==> config.mk <==
export PLATFORM = sky130hd
export DESIGN_NAME = sar_adc_sequencer
export DESIGN_NICKNAME = d
export VERILOG_FILES = /design/src/sar_adc_pkg.sv /design/src/sar_adc_sequencer.sv /design/src/step_timer.sv /design/src/trig_edge_detect.sv
export SDC_FILE = /design/constraint.sdc
export NUM_CORES = 1
export LEC_CHECK = 0
export ABC_AREA = 1
export BUFFER_PORTS_ARGS = -buffer_cell sky130_fd_sc_hd__buf_2
export CAP_MARGIN = 20
export CORE_MARGIN = 2
export CORE_UTILIZATION = 45
export DETAILED_ROUTE_END_ITERATION = 10
export HOLD_SLACK_MARGIN = 0.15
export PLACE_DENSITY = 0.67
export SETUP_SLACK_MARGIN = 0.02
export SLEW_MARGIN = 20
export SYNTH_ARGS = -nofsm -noshare
export SYNTH_HDL_FRONTEND = slang
export SYNTH_SLANG_ARGS = --single-unit
export TNS_END_PERCENT = 1
==> constraint.sdc <==
create_clock -name sys_clk -period 6.6 [get_ports sys_clk]
set_clock_uncertainty 0.2 [all_clocks]
set_input_delay 0.33 -clock sys_clk [delete_from_list [all_inputs] [get_ports sys_clk]]
set_output_delay 0.33 -clock sys_clk [all_outputs]
set_load 0.05 [all_outputs]
==> src/sar_adc_pkg.sv <==
// Shared constants and types of the successive-approximation converter sequencer.
// Assumes one synchronous system clock; registers sit at fixed word addresses.
package sar_adc_pkg;

  // ----------------------------------------------------------------
  // Register map
  // ----------------------------------------------------------------
  localparam logic [31:0] MODE_MAIN_ADDR = 32'hFFFFF3C0;
  localparam logic [31:0] CHAN_SEL_ADDR  = 32'hFFFFF3C2;
  localparam logic [31:0] RESULT_ADDR    = 32'hFFFFF3C4;
  localparam logic [31:0] SUPPLY_ADDR    = 32'hFFFFF3C8;

  localparam logic [7:0]  MODE_MAIN_RST  = 8'h00;
  localparam logic [3:0]  CHAN_SEL_RST   = 4'h0;
  localparam logic        SUPPLY_RST     = 1'h0;
  localparam logic [9:0]  RESULT_RST     = 10'h000;

  // ----------------------------------------------------------------
  // Field positions
  // ----------------------------------------------------------------
  localparam int CONV_EN_BIT   = 7;
  localparam int HW_START_BIT  = 6;
  localparam int TIME_SEL_HI   = 5;
  localparam int TIME_SEL_LO   = 3;
  localparam int EDGE_SEL_HI   = 2;
  localparam int EDGE_SEL_LO   = 1;
  localparam int PWR_DOWN_BIT  = 0;
  localparam int REF_CONN_BIT  = 0;
  localparam int RESULT_SHIFT  = 6;

  localparam logic [9:0] SAR_MSB_MASK = 10'h200;
  localparam logic [3:0] SAR_MSB_IDX  = 4'h9;

  // ----------------------------------------------------------------
  // Trigger edge selection
  // ----------------------------------------------------------------
  localparam logic [1:0] EDGE_NONE = 2'h0;
  localparam logic [1:0] EDGE_FALL = 2'h1;
  localparam logic [1:0] EDGE_RISE = 2'h2;
  localparam logic [1:0] EDGE_BOTH = 2'h3;

  // ----------------------------------------------------------------
  // Timing, in system clock cycles, indexed by the time select field
  // ----------------------------------------------------------------
  localparam int CONV_CYC [8] = '{168, 120, 84, 60, 48, 36, 0, 12};
  localparam int STAB_CYC [8] = '{64, 60, 42, 30, 24, 18, 0, 6};
  localparam int STEPS_PER_CONV = 12;
  localparam int SAMPLE_STEPS   = 2;

  // ----------------------------------------------------------------
  // Types
  // ----------------------------------------------------------------
  typedef enum logic [2:0] {ST_IDLE, ST_WAIT_TRIG, ST_STAB, ST_SAMPLE, ST_TRIAL} conv_state_t;

  typedef struct packed {
    logic [31:0] addr;
    logic [15:0] data;
    logic        wr;
    logic        rd;
  } reg_req_t;

  typedef struct packed {
    conv_state_t state;
    logic [7:0]  mode;
    logic [3:0]  chan;
    logic        supply;
    logic [9:0]  result;
    logic [9:0]  sar;
    logic [3:0]  bit_idx;
    logic        hold;
    logic        irq;
    logic [15:0] rdata;
  } seq_t;

  typedef struct packed {
    logic [7:0] cnt;
  } timer_t;

  typedef struct packed {
    logic prev;
    logic armed;
  } edge_t;

endpackage

==> src/sar_adc_sequencer.sv <==
// Sequencer of a 10-bit successive-approximation converter with 12 inputs.
// Assumes an analog comparator and ladder outside; all inputs synchronous to sys_clk.
`timescale 1ns/1ps
`default_nettype none
module sar_adc_sequencer (
  input  wire logic                  sys_clk,
  input  wire logic                  rst,
  input  wire sar_adc_pkg::reg_req_t reg_req,
  output logic [15:0]                reg_rd_data,
  input  wire logic                  comparator_high,
  input  wire logic                  external_trigger_pin,
  output logic [9:0]                 tap_code,
  output logic [3:0]                 channel_sel,
  output logic                       sample_hold,
  output logic                       ref_supply_connect,
  output logic                       comparator_power_down,
  output logic                       conversion_done_irq
);

  sar_adc_pkg::seq_t s;
  sar_adc_pkg::seq_t n;

  logic       wr_mode;
  logic       wr_chan;
  logic       wr_supply;
  logic       busy;
  logic       abort;
  logic       new_en;
  logic       new_hw;
  logic       restart;
  logic       tload;
  logic [7:0] tval;
  logic [7:0] step_cyc;
  logic [7:0] stab_cyc;
  logic [9:0] decided;
  logic       expired;
  logic       trig_edge;
  logic [2:0] time_sel;

  // ----------------------------------------------------------------
  // Phase timer and trigger edge
  // ----------------------------------------------------------------
  step_timer u_timer (
    .sys_clk  (sys_clk),
    .rst      (rst),
    .load     (tload),
    .load_val (tval),
    .expired  (expired)
  );

  trig_edge_detect u_edge (
    .sys_clk    (sys_clk),
    .rst        (rst),
    .pin        (external_trigger_pin),
    .edge_sel   (s.mode[sar_adc_pkg::EDGE_SEL_HI:sar_adc_pkg::EDGE_SEL_LO]),
    .edge_pulse (trig_edge)
  );

  // ----------------------------------------------------------------
  // Register access and sequencing
  // ----------------------------------------------------------------
  always_comb
  begin
    n = s;
    n.irq = 1'b0;
    restart = 1'b0;
    decided = s.sar;
    time_sel = s.mode[sar_adc_pkg::TIME_SEL_HI:sar_adc_pkg::TIME_SEL_LO];
    // Prohibited time code has a zero table entry; one cycle keeps the sequence alive
    step_cyc = 8'(sar_adc_pkg::CONV_CYC[time_sel] / sar_adc_pkg::STEPS_PER_CONV);
    if (step_cyc == 8'h00)
      step_cyc = 8'h01;
    stab_cyc = 8'(sar_adc_pkg::STAB_CYC[time_sel]);
    if (stab_cyc == 8'h00)
      stab_cyc = 8'h01;

    wr_mode   = reg_req.wr && (reg_req.addr == sar_adc_pkg::MODE_MAIN_ADDR);
    wr_chan   = reg_req.wr && (reg_req.addr == sar_adc_pkg::CHAN_SEL_ADDR);
    wr_supply = reg_req.wr && (reg_req.addr == sar_adc_pkg::SUPPLY_ADDR);
    busy = (s.state == sar_adc_pkg::ST_STAB) || (s.state == sar_adc_pkg::ST_SAMPLE)
        || (s.state == sar_adc_pkg::ST_TRIAL);

    if (wr_supply)
      n.supply = reg_req.data[sar_adc_pkg::REF_CONN_BIT];
    if (wr_chan)
      n.chan = reg_req.data[3:0];
    if (wr_mode)
      n.mode = reg_req.data[7:0];

    if (reg_req.rd)
    begin
      case (reg_req.addr)
        sar_adc_pkg::MODE_MAIN_ADDR: n.rdata = {8'h00, s.mode};
        sar_adc_pkg::CHAN_SEL_ADDR:  n.rdata = {12'h000, s.chan};
        sar_adc_pkg::SUPPLY_ADDR:    n.rdata = {15'h0000, s.supply};
        sar_adc_pkg::RESULT_ADDR:    n.rdata = {s.result, 6'h00};
        default:                     n.rdata = 16'h0000;
      endcase
    end

    // Normal sequence, driven by the stored mode
    case (s.state)
      sar_adc_pkg::ST_IDLE:
      begin
        if (s.mode[sar_adc_pkg::CONV_EN_BIT])
        begin
          if (s.mode[sar_adc_pkg::HW_START_BIT])
            n.state = sar_adc_pkg::ST_WAIT_TRIG;
          else
            restart = 1'b1;
        end
      end
      sar_adc_pkg::ST_WAIT_TRIG:
      begin
        if (!s.mode[sar_adc_pkg::CONV_EN_BIT])
          n.state = sar_adc_pkg::ST_IDLE;
        else if (!s.mode[sar_adc_pkg::HW_START_BIT] || trig_edge)
          restart = 1'b1;
      end
      sar_adc_pkg::ST_STAB:
      begin
        if (expired)
          n.state = sar_adc_pkg::ST_SAMPLE;
      end
      sar_adc_pkg::ST_SAMPLE:
      begin
        if (expired)
        begin
          n.state   = sar_adc_pkg::ST_TRIAL;
          n.sar     = sar_adc_pkg::SAR_MSB_MASK;
          n.bit_idx = sar_adc_pkg::SAR_MSB_IDX;
        end
      end
      sar_adc_pkg::ST_TRIAL:
      begin
        if (expired)
        begin
          // Comparator decides the bit under trial; ladder offset gives the half-step rounding
          if (!comparator_high)
            decided[s.bit_idx] = 1'b0;
          n.sar = decided;
          if (s.bit_idx == 4'h0)
          begin
            n.result = decided;
            n.irq = 1'b1;
            if (s.mode[sar_adc_pkg::HW_START_BIT])
              n.state = sar_adc_pkg::ST_WAIT_TRIG;
            else
              restart = 1'b1;
          end
          else
          begin
            n.bit_idx = s.bit_idx - 4'h1;
            n.sar = decided | 10'(10'h001 << (s.bit_idx - 4'h1));
          end
        end
      end
      default:
      begin
        n.state = sar_adc_pkg::ST_IDLE;
      end
    endcase

    // A mode or channel write during a conversion overrides the state, result and done pulse decided above
    new_en = wr_mode ? reg_req.data[sar_adc_pkg::CONV_EN_BIT] : s.mode[sar_adc_pkg::CONV_EN_BIT];
    new_hw = wr_mode ? reg_req.data[sar_adc_pkg::HW_START_BIT] : s.mode[sar_adc_pkg::HW_START_BIT];
    abort = busy && (wr_mode || wr_chan);
    if (abort)
    begin
      n.result = s.result;
      n.irq = 1'b0;
      restart = 1'b0;
      if (!new_en)
        n.state = sar_adc_pkg::ST_IDLE;
      else if (new_hw)
        n.state = sar_adc_pkg::ST_WAIT_TRIG;
      else
        restart = 1'b1;
    end

    if (restart)
    begin
      n.sar = 10'h000;
      n.bit_idx = sar_adc_pkg::SAR_MSB_IDX;
      // Stabilization only applies while the comparator is powered down between runs
      if (new_en && (wr_mode ? reg_req.data[sar_adc_pkg::PWR_DOWN_BIT]
                             : s.mode[sar_adc_pkg::PWR_DOWN_BIT]))
        n.state = sar_adc_pkg::ST_STAB;
      else
        n.state = sar_adc_pkg::ST_SAMPLE;
    end
    if ((n.state == sar_adc_pkg::ST_IDLE) || (n.state == sar_adc_pkg::ST_WAIT_TRIG))
      n.sar = 10'h000;
    n.hold = (n.state == sar_adc_pkg::ST_SAMPLE);

    // Each phase reloads the pacing counter on entry or on the next trial bit
    tload = restart || (n.state != s.state) || (n.bit_idx != s.bit_idx);
    case (n.state)
      sar_adc_pkg::ST_STAB:   tval = stab_cyc;
      sar_adc_pkg::ST_SAMPLE: tval = 8'(step_cyc * sar_adc_pkg::SAMPLE_STEPS);
      default:                tval = step_cyc;
    endcase
  end

  always_ff @(posedge sys_clk or posedge rst)
  begin
    if (rst)
    begin
      s        <= '0;
      s.state  <= sar_adc_pkg::ST_IDLE;
      s.mode   <= sar_adc_pkg::MODE_MAIN_RST;
      s.chan   <= sar_adc_pkg::CHAN_SEL_RST;
      s.supply <= sar_adc_pkg::SUPPLY_RST;
      s.result <= sar_adc_pkg::RESULT_RST;
    end
    else
    begin
      s <= n;
    end
  end

  // ----------------------------------------------------------------
  // Outputs
  // ----------------------------------------------------------------
  assign reg_rd_data           = s.rdata;
  assign tap_code              = s.sar;
  assign channel_sel           = s.chan;
  assign sample_hold           = s.hold;
  assign ref_supply_connect    = s.supply;
  assign comparator_power_down = s.mode[sar_adc_pkg::PWR_DOWN_BIT];
  assign conversion_done_irq   = s.irq;
endmodule
`default_nettype wire

==> src/step_timer.sv <==
// Down counter that paces one phase of a conversion.
// Assumes load is a one-cycle request; expired marks the last cycle of the phase.
`timescale 1ns/1ps
`default_nettype none
module step_timer (
  input  wire logic       sys_clk,
  input  wire logic       rst,
  input  wire logic       load,
  input  wire logic [7:0] load_val,
  output logic            expired
);

  sar_adc_pkg::timer_t s;
  sar_adc_pkg::timer_t n;

  always_comb
  begin
    n = s;
    if (load)
    begin
      n.cnt = load_val;
    end
    else if (s.cnt != 8'h00)
    begin
      n.cnt = s.cnt - 8'h01;
    end
    // Not gated by load: the sequencer's reload decision depends on this flag
    expired = (s.cnt == 8'h01);
  end

  always_ff @(posedge sys_clk or posedge rst)
  begin
    if (rst)
      s <= '0;
    else
      s <= n;
  end

endmodule
`default_nettype wire

==> src/trig_edge_detect.sv <==
// Edge detector for the external trigger pin.
// Assumes the pin is already synchronous to sys_clk.
`timescale 1ns/1ps
`default_nettype none
module trig_edge_detect (
  input  wire logic       sys_clk,
  input  wire logic       rst,
  input  wire logic       pin,
  input  wire logic [1:0] edge_sel,
  output logic            edge_pulse
);

  sar_adc_pkg::edge_t s;
  sar_adc_pkg::edge_t n;
  logic rise;
  logic fall;

  // No edge is reported before a first sample exists, so a pin high at reset is not a rise
  always_comb
  begin
    n.prev  = pin;
    n.armed = 1'b1;
    rise = s.armed && pin && !s.prev;
    fall = s.armed && !pin && s.prev;
    case (edge_sel)
      sar_adc_pkg::EDGE_FALL: edge_pulse = fall;
      sar_adc_pkg::EDGE_RISE: edge_pulse = rise;
      sar_adc_pkg::EDGE_BOTH: edge_pulse = rise || fall;
      default:                edge_pulse = 1'b0;
    endcase
  end

  always_ff @(posedge sys_clk or posedge rst)
  begin
    if (rst)
      s <= '0;
    else
      s <= n;
  end

endmodule
`default_nettype wire
==> results by stage, run 1 <==
Detailed routing:
- Dividing the detail-routed via count by the number of cells gives 4.97.
- The overall routed net length is 10800 um.
- The number of DRC markers after the initial detailed-route iteration is 211.
- The vias after detailed routing is 3988.
- After detailed routing, the average wire length per cell comes to 13.4 um.
- In the routed design, unresolved DRC markers number 0.
- Before antenna repair, the detailed router went through 4 iterations.
- The count of nets left with antenna violations once routing finished came out at 0.

Global routing:
- In the global route stage, met3 resource usage came out at 0.0445.
- The total overflow left after global routing is 0.
- The first global-routing pass estimated 18200 um of wire.
- The global routing met2 resource utilization is 0.324.
- met2 is the most crowded layer.
- Entering global routing, the biggest net connects 69 pins.
- The initial antenna violation count is 0.
- The number of global-route vias before repair is 3848.
- Across every metal layer, demand over resource in global routing totals 0.204.
- The global-route track usage on met1 is 0.274.

Worst setup path:
- The worst register-to-register path ends at u_timer.s[2]$_DFFE_PP0P_.
- Data on the critical path is required at its endpoint by 6.65 ns.
- The largest single stage delay on the critical path is 0.46 ns.
- The setup check on the worst reg-to-reg path leaves a slack of 3.68 ns.
- The highest-delay cell along the critical path is dfrtp_1.
- The critical path is of the reg2reg type.
- STA classifies the critical path startpoint as a flop.
- Walking the worst path, the cells encountered are inv_1, ha_1, inv_1, nor2_2, inv_1, a31oi_1, o21ai_1, o21ai_1, inv_2, nor2_2, nand2_1, nand2_1, inv_2, nor2_4, nand2_4, nand2_1, nand2_1.
- The endpoint type of the worst setup path is a flop.
- The number of cell instances on the worst register-to-register path is 17.
- The data arrival time of the critical path is 2.97 ns.
- The startpoint of the lowest-slack register-to-register path is s[19]$_DFF_PP0_.
- In this run the worst path has a maximum fanout of 8.
- The most used cell along the critical path is nand2_1.

Logic synthesis:
- The instance count of the mapped netlist is 602.
- The mean cell area of the mapped netlist is 7.53 um2.
- Sorting the synthesized cells by area gives the leading types as dfrtp_1 38%, nand2_1 13%, o21ai_0 5.4%.
- The yosys synthesis warning count is 0.
- Of the post-synthesis cell area, the dominant cell type holds 0.376.
- The synthesized netlist contains 44 unique library cells.
- In the post-synthesis netlist, the cell with the most instances is nand2_1.
- For this run, the register share of the synthesized area comes to 0.376.
- The most frequently used flop master after synthesis is dfrtp_1.
- The post-synthesis async set-or-reset flop share is 1.00.
- After synthesis the netlist holds a flip-flop and latch count of 68.
- The biggest area contributor in the post-synthesis netlist is dfrtp_1.
- Counting instances in the post-synthesis netlist gives the leading cell types as 154 x nand2_1, 68 x dfrtp_1, 52 x nor2_1, 49 x inv_1, 49 x o21ai_0.
- The area of the mapped netlist is 4530 um2.
- The number of nets in the synthesized netlist is 668.
- The number of synthesized flops with an enable pin is 0.

STA:
- The smallest clock period supported by the final layout is computed as 2.92 ns.
- For the final routed database, the setup TNS stands at 0 ns.
- The transition at the pin with the smallest max-transition slack is 0.885 ns.
- The highest clock rate is 342 MHz.
- Setup repair after global routing left no endpoint under its margin.
- The worst pin sits at a relative slew slack of 0.410.
- The count of pins over their slew limit is 0.
- Setup violations remaining at the end of the flow were counted as 0.
- The final count of hold timing violations is 0.
- Dividing the final minimum period by the clock period gives 0.443.

Floorplan:
- The I/O pin count is 88.
- The die covers 10900 um2.
- The x dimension of the die is 104 um.
- The initial core utilization is 0.464.
- The number of standard-cell rows in the floorplan is 36.
- The area of the core is 9770 um2.
- The die is 104 um tall.

Final layout:
- The number of filler instances in the final layout is 963.
- The layout overhead on the synthesized area is 14.7%.
- The layout net count is 730.
- The number of inserted diodes is 0.
- In the final layout, the share of cells above drive strength 1 is 0.245.
- The utilization of the core after routing is 0.532.

Pwr:
- Power spread over the standard cell area amounts to 193 nW/um2.
- The cell leakage power is 0.00276 uW.
- VDD sags by at most 152 uV.

Clocking:
- Clock latency on the worst-skew pair, taken at its later pin, is 0.36 ns.
- After clock tree synthesis, the setup repair step added 0 buffers.
- The worst-case clock buffer depth is 2.
- The number of gates resized after cts is 0.
- The cell chosen for the clock root is clkbuf_8.
- The clock tree from TritonCTS is built.
- After clock tree synthesis, the clock-pin slew on the worst setup and hold paths is 0.08 ns.
- In this run, CTS created clock tree buffers numbering 9.
- Counting every sink on the clock net gives 68.
- The H-tree was split into 3 levels.

Worst hold path:
- The startpoint identified for the worst hold timing path is reg_req[1].
- The worst hold path was traced through 3 stages.
- The destination of the worst hold path is ref_supply_connect$_DFFE_PP0P_.
- The worst hold-check path type is in2reg.

Outcome:
- The flow ran to the end, and the final reports show no timing, DRC or antenna violations.

Job:
- The max-cap violation count is 0.

Placement:
- Detailed placement finished with a half-perimeter wire length of 8110 um.
- During placement, the flow inserted port buffers numbering 79.
- The congestion estimate from routability-driven global placement came to 0.877.
worst max path at each step:
stage,from,slack [ns],depth (start not counted),endpoint
final,s[19]$_DFF_PP0_,3.68,17,u_timer.s[2]$_DFFE_PP0P_
after global placement,s[19]$_DFF_PP0_,3.77,10,tap_code[7]$_DFFE_PP0P_
after detailed placement,s[19]$_DFF_PP0_,3.72,17,u_timer.s[2]$_DFFE_PP0P_
after global routing,s[19]$_DFF_PP0_,3.40,17,u_timer.s[2]$_DFFE_PP0P_
after CTS,s[19]$_DFF_PP0_,3.69,17,u_timer.s[2]$_DFFE_PP0P_
after floorplan,s[18]$_DFF_PP0_,4.17,17,u_timer.s[1]$_DFFE_PP0P_
worst max-delay path: cells and delay by family, from the launching register on:
kind                       cells  cell delay, ns
AOI/OAI and AO/OA              3            0.44
adders and majority gates      1            0.21
buffers and inverters          5            0.54
DFF                            1            0.46
and+or+nand+nor                8            0.95
timing repair:
| item | in CTS | in global routing |
|---|---|---|
| endpoints found under the setup margin | 0 | 0 |
| endpoints found under the hold margin | 92 | 0 |
| hold buffers | 10 | 0 |
stage by stage:
stage | setup slack (ns) | cells | area (um2) | power, uW | hold slack, ns
after floorplan | 4.17 | 602 | 4530 | 513 | 0.161
after global placement | 3.77 | 776 | 4830 | 537 | 0.258
after detailed placement | 3.72 | 776 | 4830 | 538 | 0.266
after CTS | 3.69 | 802 | 5200 | 1010 | 0.157
after global routing | 3.40 | 802 | 5200 | 1040 | 0.201
final | 3.68 | 802 | 5200 | 1000 | 0.162
state kept, by name (all words and copies together), names as in the netlist:
signal	cells
tap_code	10
u_timer.s	8
u_edge.s	2
sample_hold	1
ref_supply_connect	1
s	24
reg_rd_data	16
channel_sel	4
conversion_done_irq	1
comparator_power_down	1
layer usage:
layer / vias up / part of all wire
met5: - / 0
met2: 94 / 0.46
met3: 18 / 0.048
met1: 1826 / 0.47
met4: 0 / 0.020
li1: 2050 / -
area by class of cell:
type	instances	area, um2	share of cell area
Sequential cell	68	1700	0.327
Tap cell	133	166	0.0320
Clock inverter	7	146	0.0282
Clock buffer	9	124	0.0238
Inverter	65	244	0.0469
Timing Repair Buffer	90	503	0.0968
Multi-Input combinational cell	430	2310	0.445
where the power goes:
part | total [uW] | internal, uW | switching (uW) | leakage [uW]
Clock | 468 | 292 | 176 | 0.000134
Combinational | 97.8 | 31.5 | 66.3 | 0.00174
Sequential | 436 | 427 | 8.59 | 0.000877
cells in the final DEF (no fill, tap or decap), types with 2 or more instances in the layout:
cell	synthesis	final
o21ai_0	49	49
nor2_2	9	9
clkinv_1	3	3
inv_6	0	2
nand2_2	14	14
dfrtp_1	68	68
nand3_1	46	46
nor2_1	52	52
o31ai_1	4	4
ha_1	12	12
clkbuf_8	0	9
xor2_1	5	5
inv_1	49	48
nand4_2	2	2
a21oi_1	12	12
inv_2	13	14
dlygate4sd3_1	0	10
nand2_4	7	7
o22ai_1	3	3
o21ai_2	2	2
xnor2_1	4	4
nor3_2	3	3
nand3_2	3	3
nand2_1	154	154
nor3_1	4	4
nand4_1	9	9
a22oi_1	8	8
nand3_4	2	2
bufinv_16	0	4
nor2_4	7	7
o211ai_1	4	4
o21ai_1	4	4
buf_2	1	79
cell families (layout without fill, tap and decap cells):
group | after synthesis | after routing | synth area share
adder cells (fa/ha/maj) | 12 | 12 | 0.0331
AO/OA/AOI/OAI | 91 | 91 | 0.117
flip-flops | 68 | 68 | 0.376
XOR/XNOR | 9 | 9 | 0.0174
AND/OR/NAND/NOR | 317 | 317 | 0.343
buffers and inverters | 104 | 171 | 0.114
other | 1 | 1 | 0.000828
(Power assumes the default switching activity.)
==> inputs of run 2 (changes only) <==
- ABC_AREA: 1 -> 0
- PLACE_DENSITY: 0.67 -> 0.68
- clock period: 6.6 -> 2.9 ns (I/O delays scaled with it)
==> run 2 against run 1 <==
Compared with the run above: critical path type unchanged; maximum frequency rose by 3.0%; design area rose by 2.8%; largest power group is now sequential cells; die area fell by 5.0%; routed wire length shrank 1.0%; power increased by 120%; first-iteration DRC count decreased by 0.47%; hold slack improved by 0.021 ns; synthesized cell count down 22%; non-clock buffer count increased by 48; global-route usage grew 1.0 points; sequential share of layout area down 0.90 points; combinational power grew to 3.0 times the previous value.
==> results by stage, run 2 <==
Outcome:
- The flow ran to the end, and the final reports show no timing, DRC or antenna violations.

Placement:
- The instance count after placement with tap cells included is 664.
- The congestion estimate from routability-driven global placement came to 0.876.
- Prior to clock tree synthesis, the placed netlist has a worst setup slack of 0.0151 ns.
- Buffers placed on the I/O ports in this run total 79.
- The total half-perimeter wirelength after legalization and detailed placement is 7480 um.

STA:
- In this run the tightest slew margin relative to its limit is 0.623.
- The final count of hold timing violations came to 0.
- Setup repair after global routing could not meet its margin everywhere.
- The clock period minus final worst setup slack is 2.84 ns.
- The highest clock rate is 353 MHz.
- The post-layout worst setup margin is 0.0635 ns.
- The summed negative setup slack over all endpoints is 0 ns.
- Final hold analysis gives a worst-case slack of 0.184 ns.
- The transition at the pin with the smallest max-transition slack is 0.564 ns.
- The fraction of the cycle the final worst path needs is 0.978.
- The final setup violation count is 0.
- The count of pins over their slew limit was 0.

Clocking:
- The clock latency of the later-clocked register in the worst-skew pair is 0.37 ns.
- The tree is rooted in a clkbuf_8.
- The tree built by TritonCTS fans out to 68 sinks.
- TritonCTS built the clock tree.
- The number of buffers added by the clock tree synthesis step is 9.
- The deepest level of the CTS H-tree is 3.
- The worst-case clock buffer depth is 2.
- The clock edge transition at the registers on the reported setup and hold paths is 0.09 ns.

Logic synthesis:
- Among all cell types in the netlist, the one instantiated most often is dfrtp_1.
- The most frequently used flop master after synthesis is dfrtp_1.
- Of the synthesized area, sequential elements account for 0.396.
- In the synthesized netlist, the number of instances is 470.
- In this run, synthesis inferred 0 flip-flops with an integrated enable.
- The yosys synthesis warning count is 0.
- The number of nets handed over by synthesis was 536.
- The synthesized design spends more area on one cell type than any other, namely dfrtp_1.
- After synthesis, the cell types taking the most area are dfrtp_1 40%, buf_4 5.4%, o21ai_0 4.5%.
- The post-synthesis async set-or-reset flop share is 1.00.
- After synthesis the netlist holds a flip-flop and latch count of 68.
- The area of the mapped netlist is 4290 um2.
- By count the netlist is led by 68 x dfrtp_1, 52 x nand2_1, 39 x o21ai_0, 31 x buf_4.
- The share of synthesized area in the top cell type comes to 0.396.
- The number of different library cells used by synthesis comes to 67.
- The mean cell area of the mapped netlist is 9.14 um2.

Floorplan:
- The floorplan step set the die width to 102 um.
- The initialized floorplan defines 35 standard-cell rows.
- The floorplan step defined a die boundary enclosing 10300 um2.
- The vertical die dimension is 102 um.
- Pin placement for this block handled 88 I/O pins.
- The area of the core is 9240 um2.
- For this configuration, the core starts out at a cell density of 0.465.

Global routing:
- The overall overflow remaining after global route is 0.
- The initial antenna violation count is 0.
- The largest net degree at the start of global routing is 69.
- The number of global-route vias before repair is 3660.
- The first-pass GRT wire length is 17400 um.
- In the global route stage, overall resource usage came out at 0.215.

Pwr:
- The switching power as a share of total power is 0.291.
- The analysis attributes to cell leakage a power of 0.00256 uW.
- The power per unit of standard cell area is 405 nW/um2.
- The share of total power dissipated in the clock network is 0.391.
- The power share of the combinational group is 0.136.
- The analysis attributes to net switching a power of 630 uW.
- The maximum vdd ir drop is 243 uV.
- Internal power comes to 1530 uW.
- The part of the power in registers is 0.474.

Final layout:
- In the layout the commonest cells are 80 x buf_2, 68 x dfrtp_1, 52 x nand2_1, 39 x o21ai_0, 35 x buf_4.
- The repair_antennas step left the layout with diodes totalling 0.
- The fraction of final layout cells with drive strength greater than 1 is 0.312.
- The number of filler instances in the final layout is 811.
- From synthesis to final layout, the design area changed by 24.5%.
- The register with the most flip-flops in the layout has 24 of them.
- The number of standard cells in the layout, taps in and fillers out is 703.
- More flip-flops sit in one register than any other, and that register is s.
- In the final design database the tool counted 635 nets.
- The most common library cell in the layout ignoring fill and taps is buf_2.

Worst setup path:
- The capturing point of the worst reg2reg path is u_timer.s[2]$_DFFE_PP0P_.
- The endpoint type of the worst setup path is a flop.
- The number of cell instances on the worst register-to-register path is 9.
- The data arrival time of the critical path is 2.88 ns.
- The kind of launch point of the worst setup path is a flop.
- Of all nets on the critical path, the largest fanout is 6.
- The startpoint identified for the worst register-to-register timing path is u_timer.s[5]$_DFFE_PP0P_.
- The reg-to-reg setup timing slack is 0.06 ns.
- Data on the critical path is required at its endpoint by 2.94 ns.
- The type of the worst setup path is reg2reg.

Detailed routing:
- In the final routed layout, each cell accounts on average for 15.2 um.
- The vias after detailed routing is 3782.
- The count of nets left with antenna violations after detail routing is 0.
- After detailed routing, the total wire length is 10700 um.
- The first detailed-routing pass ran for 5 iterations.
- For this run, design rule violations remaining after detail routing come to 0.
- The number of DRC markers after the initial detailed-route iteration is 210.
- In the routed layout, each cell is associated on average with a via count of 5.38.

Job:
- The tool flagged a number of max-cap violations equal to 0.

Worst hold path:
- The worst hold-check path type is in2async.
run 2: metal layers:
metal | track usage | vias to the layer above | wire length, um
met1 | 0.259 | 1831 | 4510
met3 | 0.0421 | 16 | 429
met2 | 0.377 | 105 | 5540
met5 | 0 | - | 0
met4 | 0.0832 | 0 | 182
li1 | - | 1830 | -
run 2: kinds of logic (layout without fill, tap and decap cells):
logic type / count (synthesis) / count (layout) / synth area share
compound gates: 111 / 111 / 0.169
xor+xnor: 6 / 6 / 0.0122
fa+ha+maj: 12 / 12 / 0.0350
buf+inv: 81 / 185 / 0.102
flops: 68 / 68 / 0.396
mux: 24 / 24 / 0.0621
other cells: 1 / 1 / 0.000873
simple gates: 167 / 167 / 0.223
run 2: area by class of cell:
| type | instances | area, um2 | share of cell area |
|---|---|---|---|
| Tap cell | 129 | 161 | 0.0302 |
| Clock buffer | 9 | 124 | 0.0232 |
| Inverter | 31 | 116 | 0.0218 |
| Timing Repair Buffer | 138 | 905 | 0.169 |
| Clock inverter | 7 | 83.8 | 0.0157 |
| Sequential cell | 68 | 1700 | 0.318 |
| Multi-Input combinational cell | 321 | 2250 | 0.422 |
run 2: what timing repair did:
| item | 4_1_cts | 5_1_grt |
|---|---|---|
| endpoints found under the setup margin | 3 | 7 |
| hold buffers | 21 | 0 |
| pin swaps | 0 | 6 |
| hold endpoints to repair | 100 | 0 |
| cloned | 0 | 1 |
| buffers inserted | 0 | 1 |
| resized for setup | 2 | 16 |
run 2: worst max-delay path by stage:
| stage | slack (ns) | startpoint | to | cells after the start |
|---|---|---|---|---|
| 2_1_floorplan | 0.05 | u_timer.s[3]$_DFFE_PP0P_ | u_timer.s[6]$_DFFE_PP0P_ | 11 |
| 3_5_place_dp | 0.02 | u_timer.s[6]$_DFFE_PP0P_ | u_timer.s[6]$_DFFE_PP0P_ | 8 |
| 3_3_place_gp | 0.07 | u_timer.s[3]$_DFFE_PP0P_ | u_timer.s[6]$_DFFE_PP0P_ | 8 |
| 6_report | 0.06 | u_timer.s[5]$_DFFE_PP0P_ | u_timer.s[2]$_DFFE_PP0P_ | 9 |
| 4_1_cts | 0.03 | u_timer.s[6]$_DFFE_PP0P_ | u_timer.s[6]$_DFFE_PP0P_ | 8 |
| 5_1_grt | -0.04 | reg_req[20] | u_timer.s[7]$_DFFE_PP0P_ | 12 |
run 2: critical path, cell delays in order (launching register included):
cell and delay, ns:
dfrtp_1 0.43, nor4_4 0.41, and3_4 0.30, a2111o_1 0.20, o31ai_4 0.11, a221o_1 0.41
buf_6 0.17, nand4_1 0.14, nor4bb_4 0.23, a31oi_1 0.11
run 2: stage by stage:
stage / util / power [uW] / cell area [um2]
floorplan: - / 1220 / 4300
global placement: 0.521 / 1300 / 4820
detailed placement: 0.521 / 1310 / 4820
CTS: 0.568 / 2170 / 5240
global route: 0.578 / 2260 / 5350
finish: 0.578 / 2160 / 5350
run 2: power by group through the flow:
stage	sequential (uW)	combinational, uW	clock, uW
2_1_floorplan	1040	180	0
3_3_place_gp	1040	260	0
3_5_place_dp	1040	266	0
4_1_cts	1030	283	861
5_1_grt	1030	321	907
6_report	1020	294	845
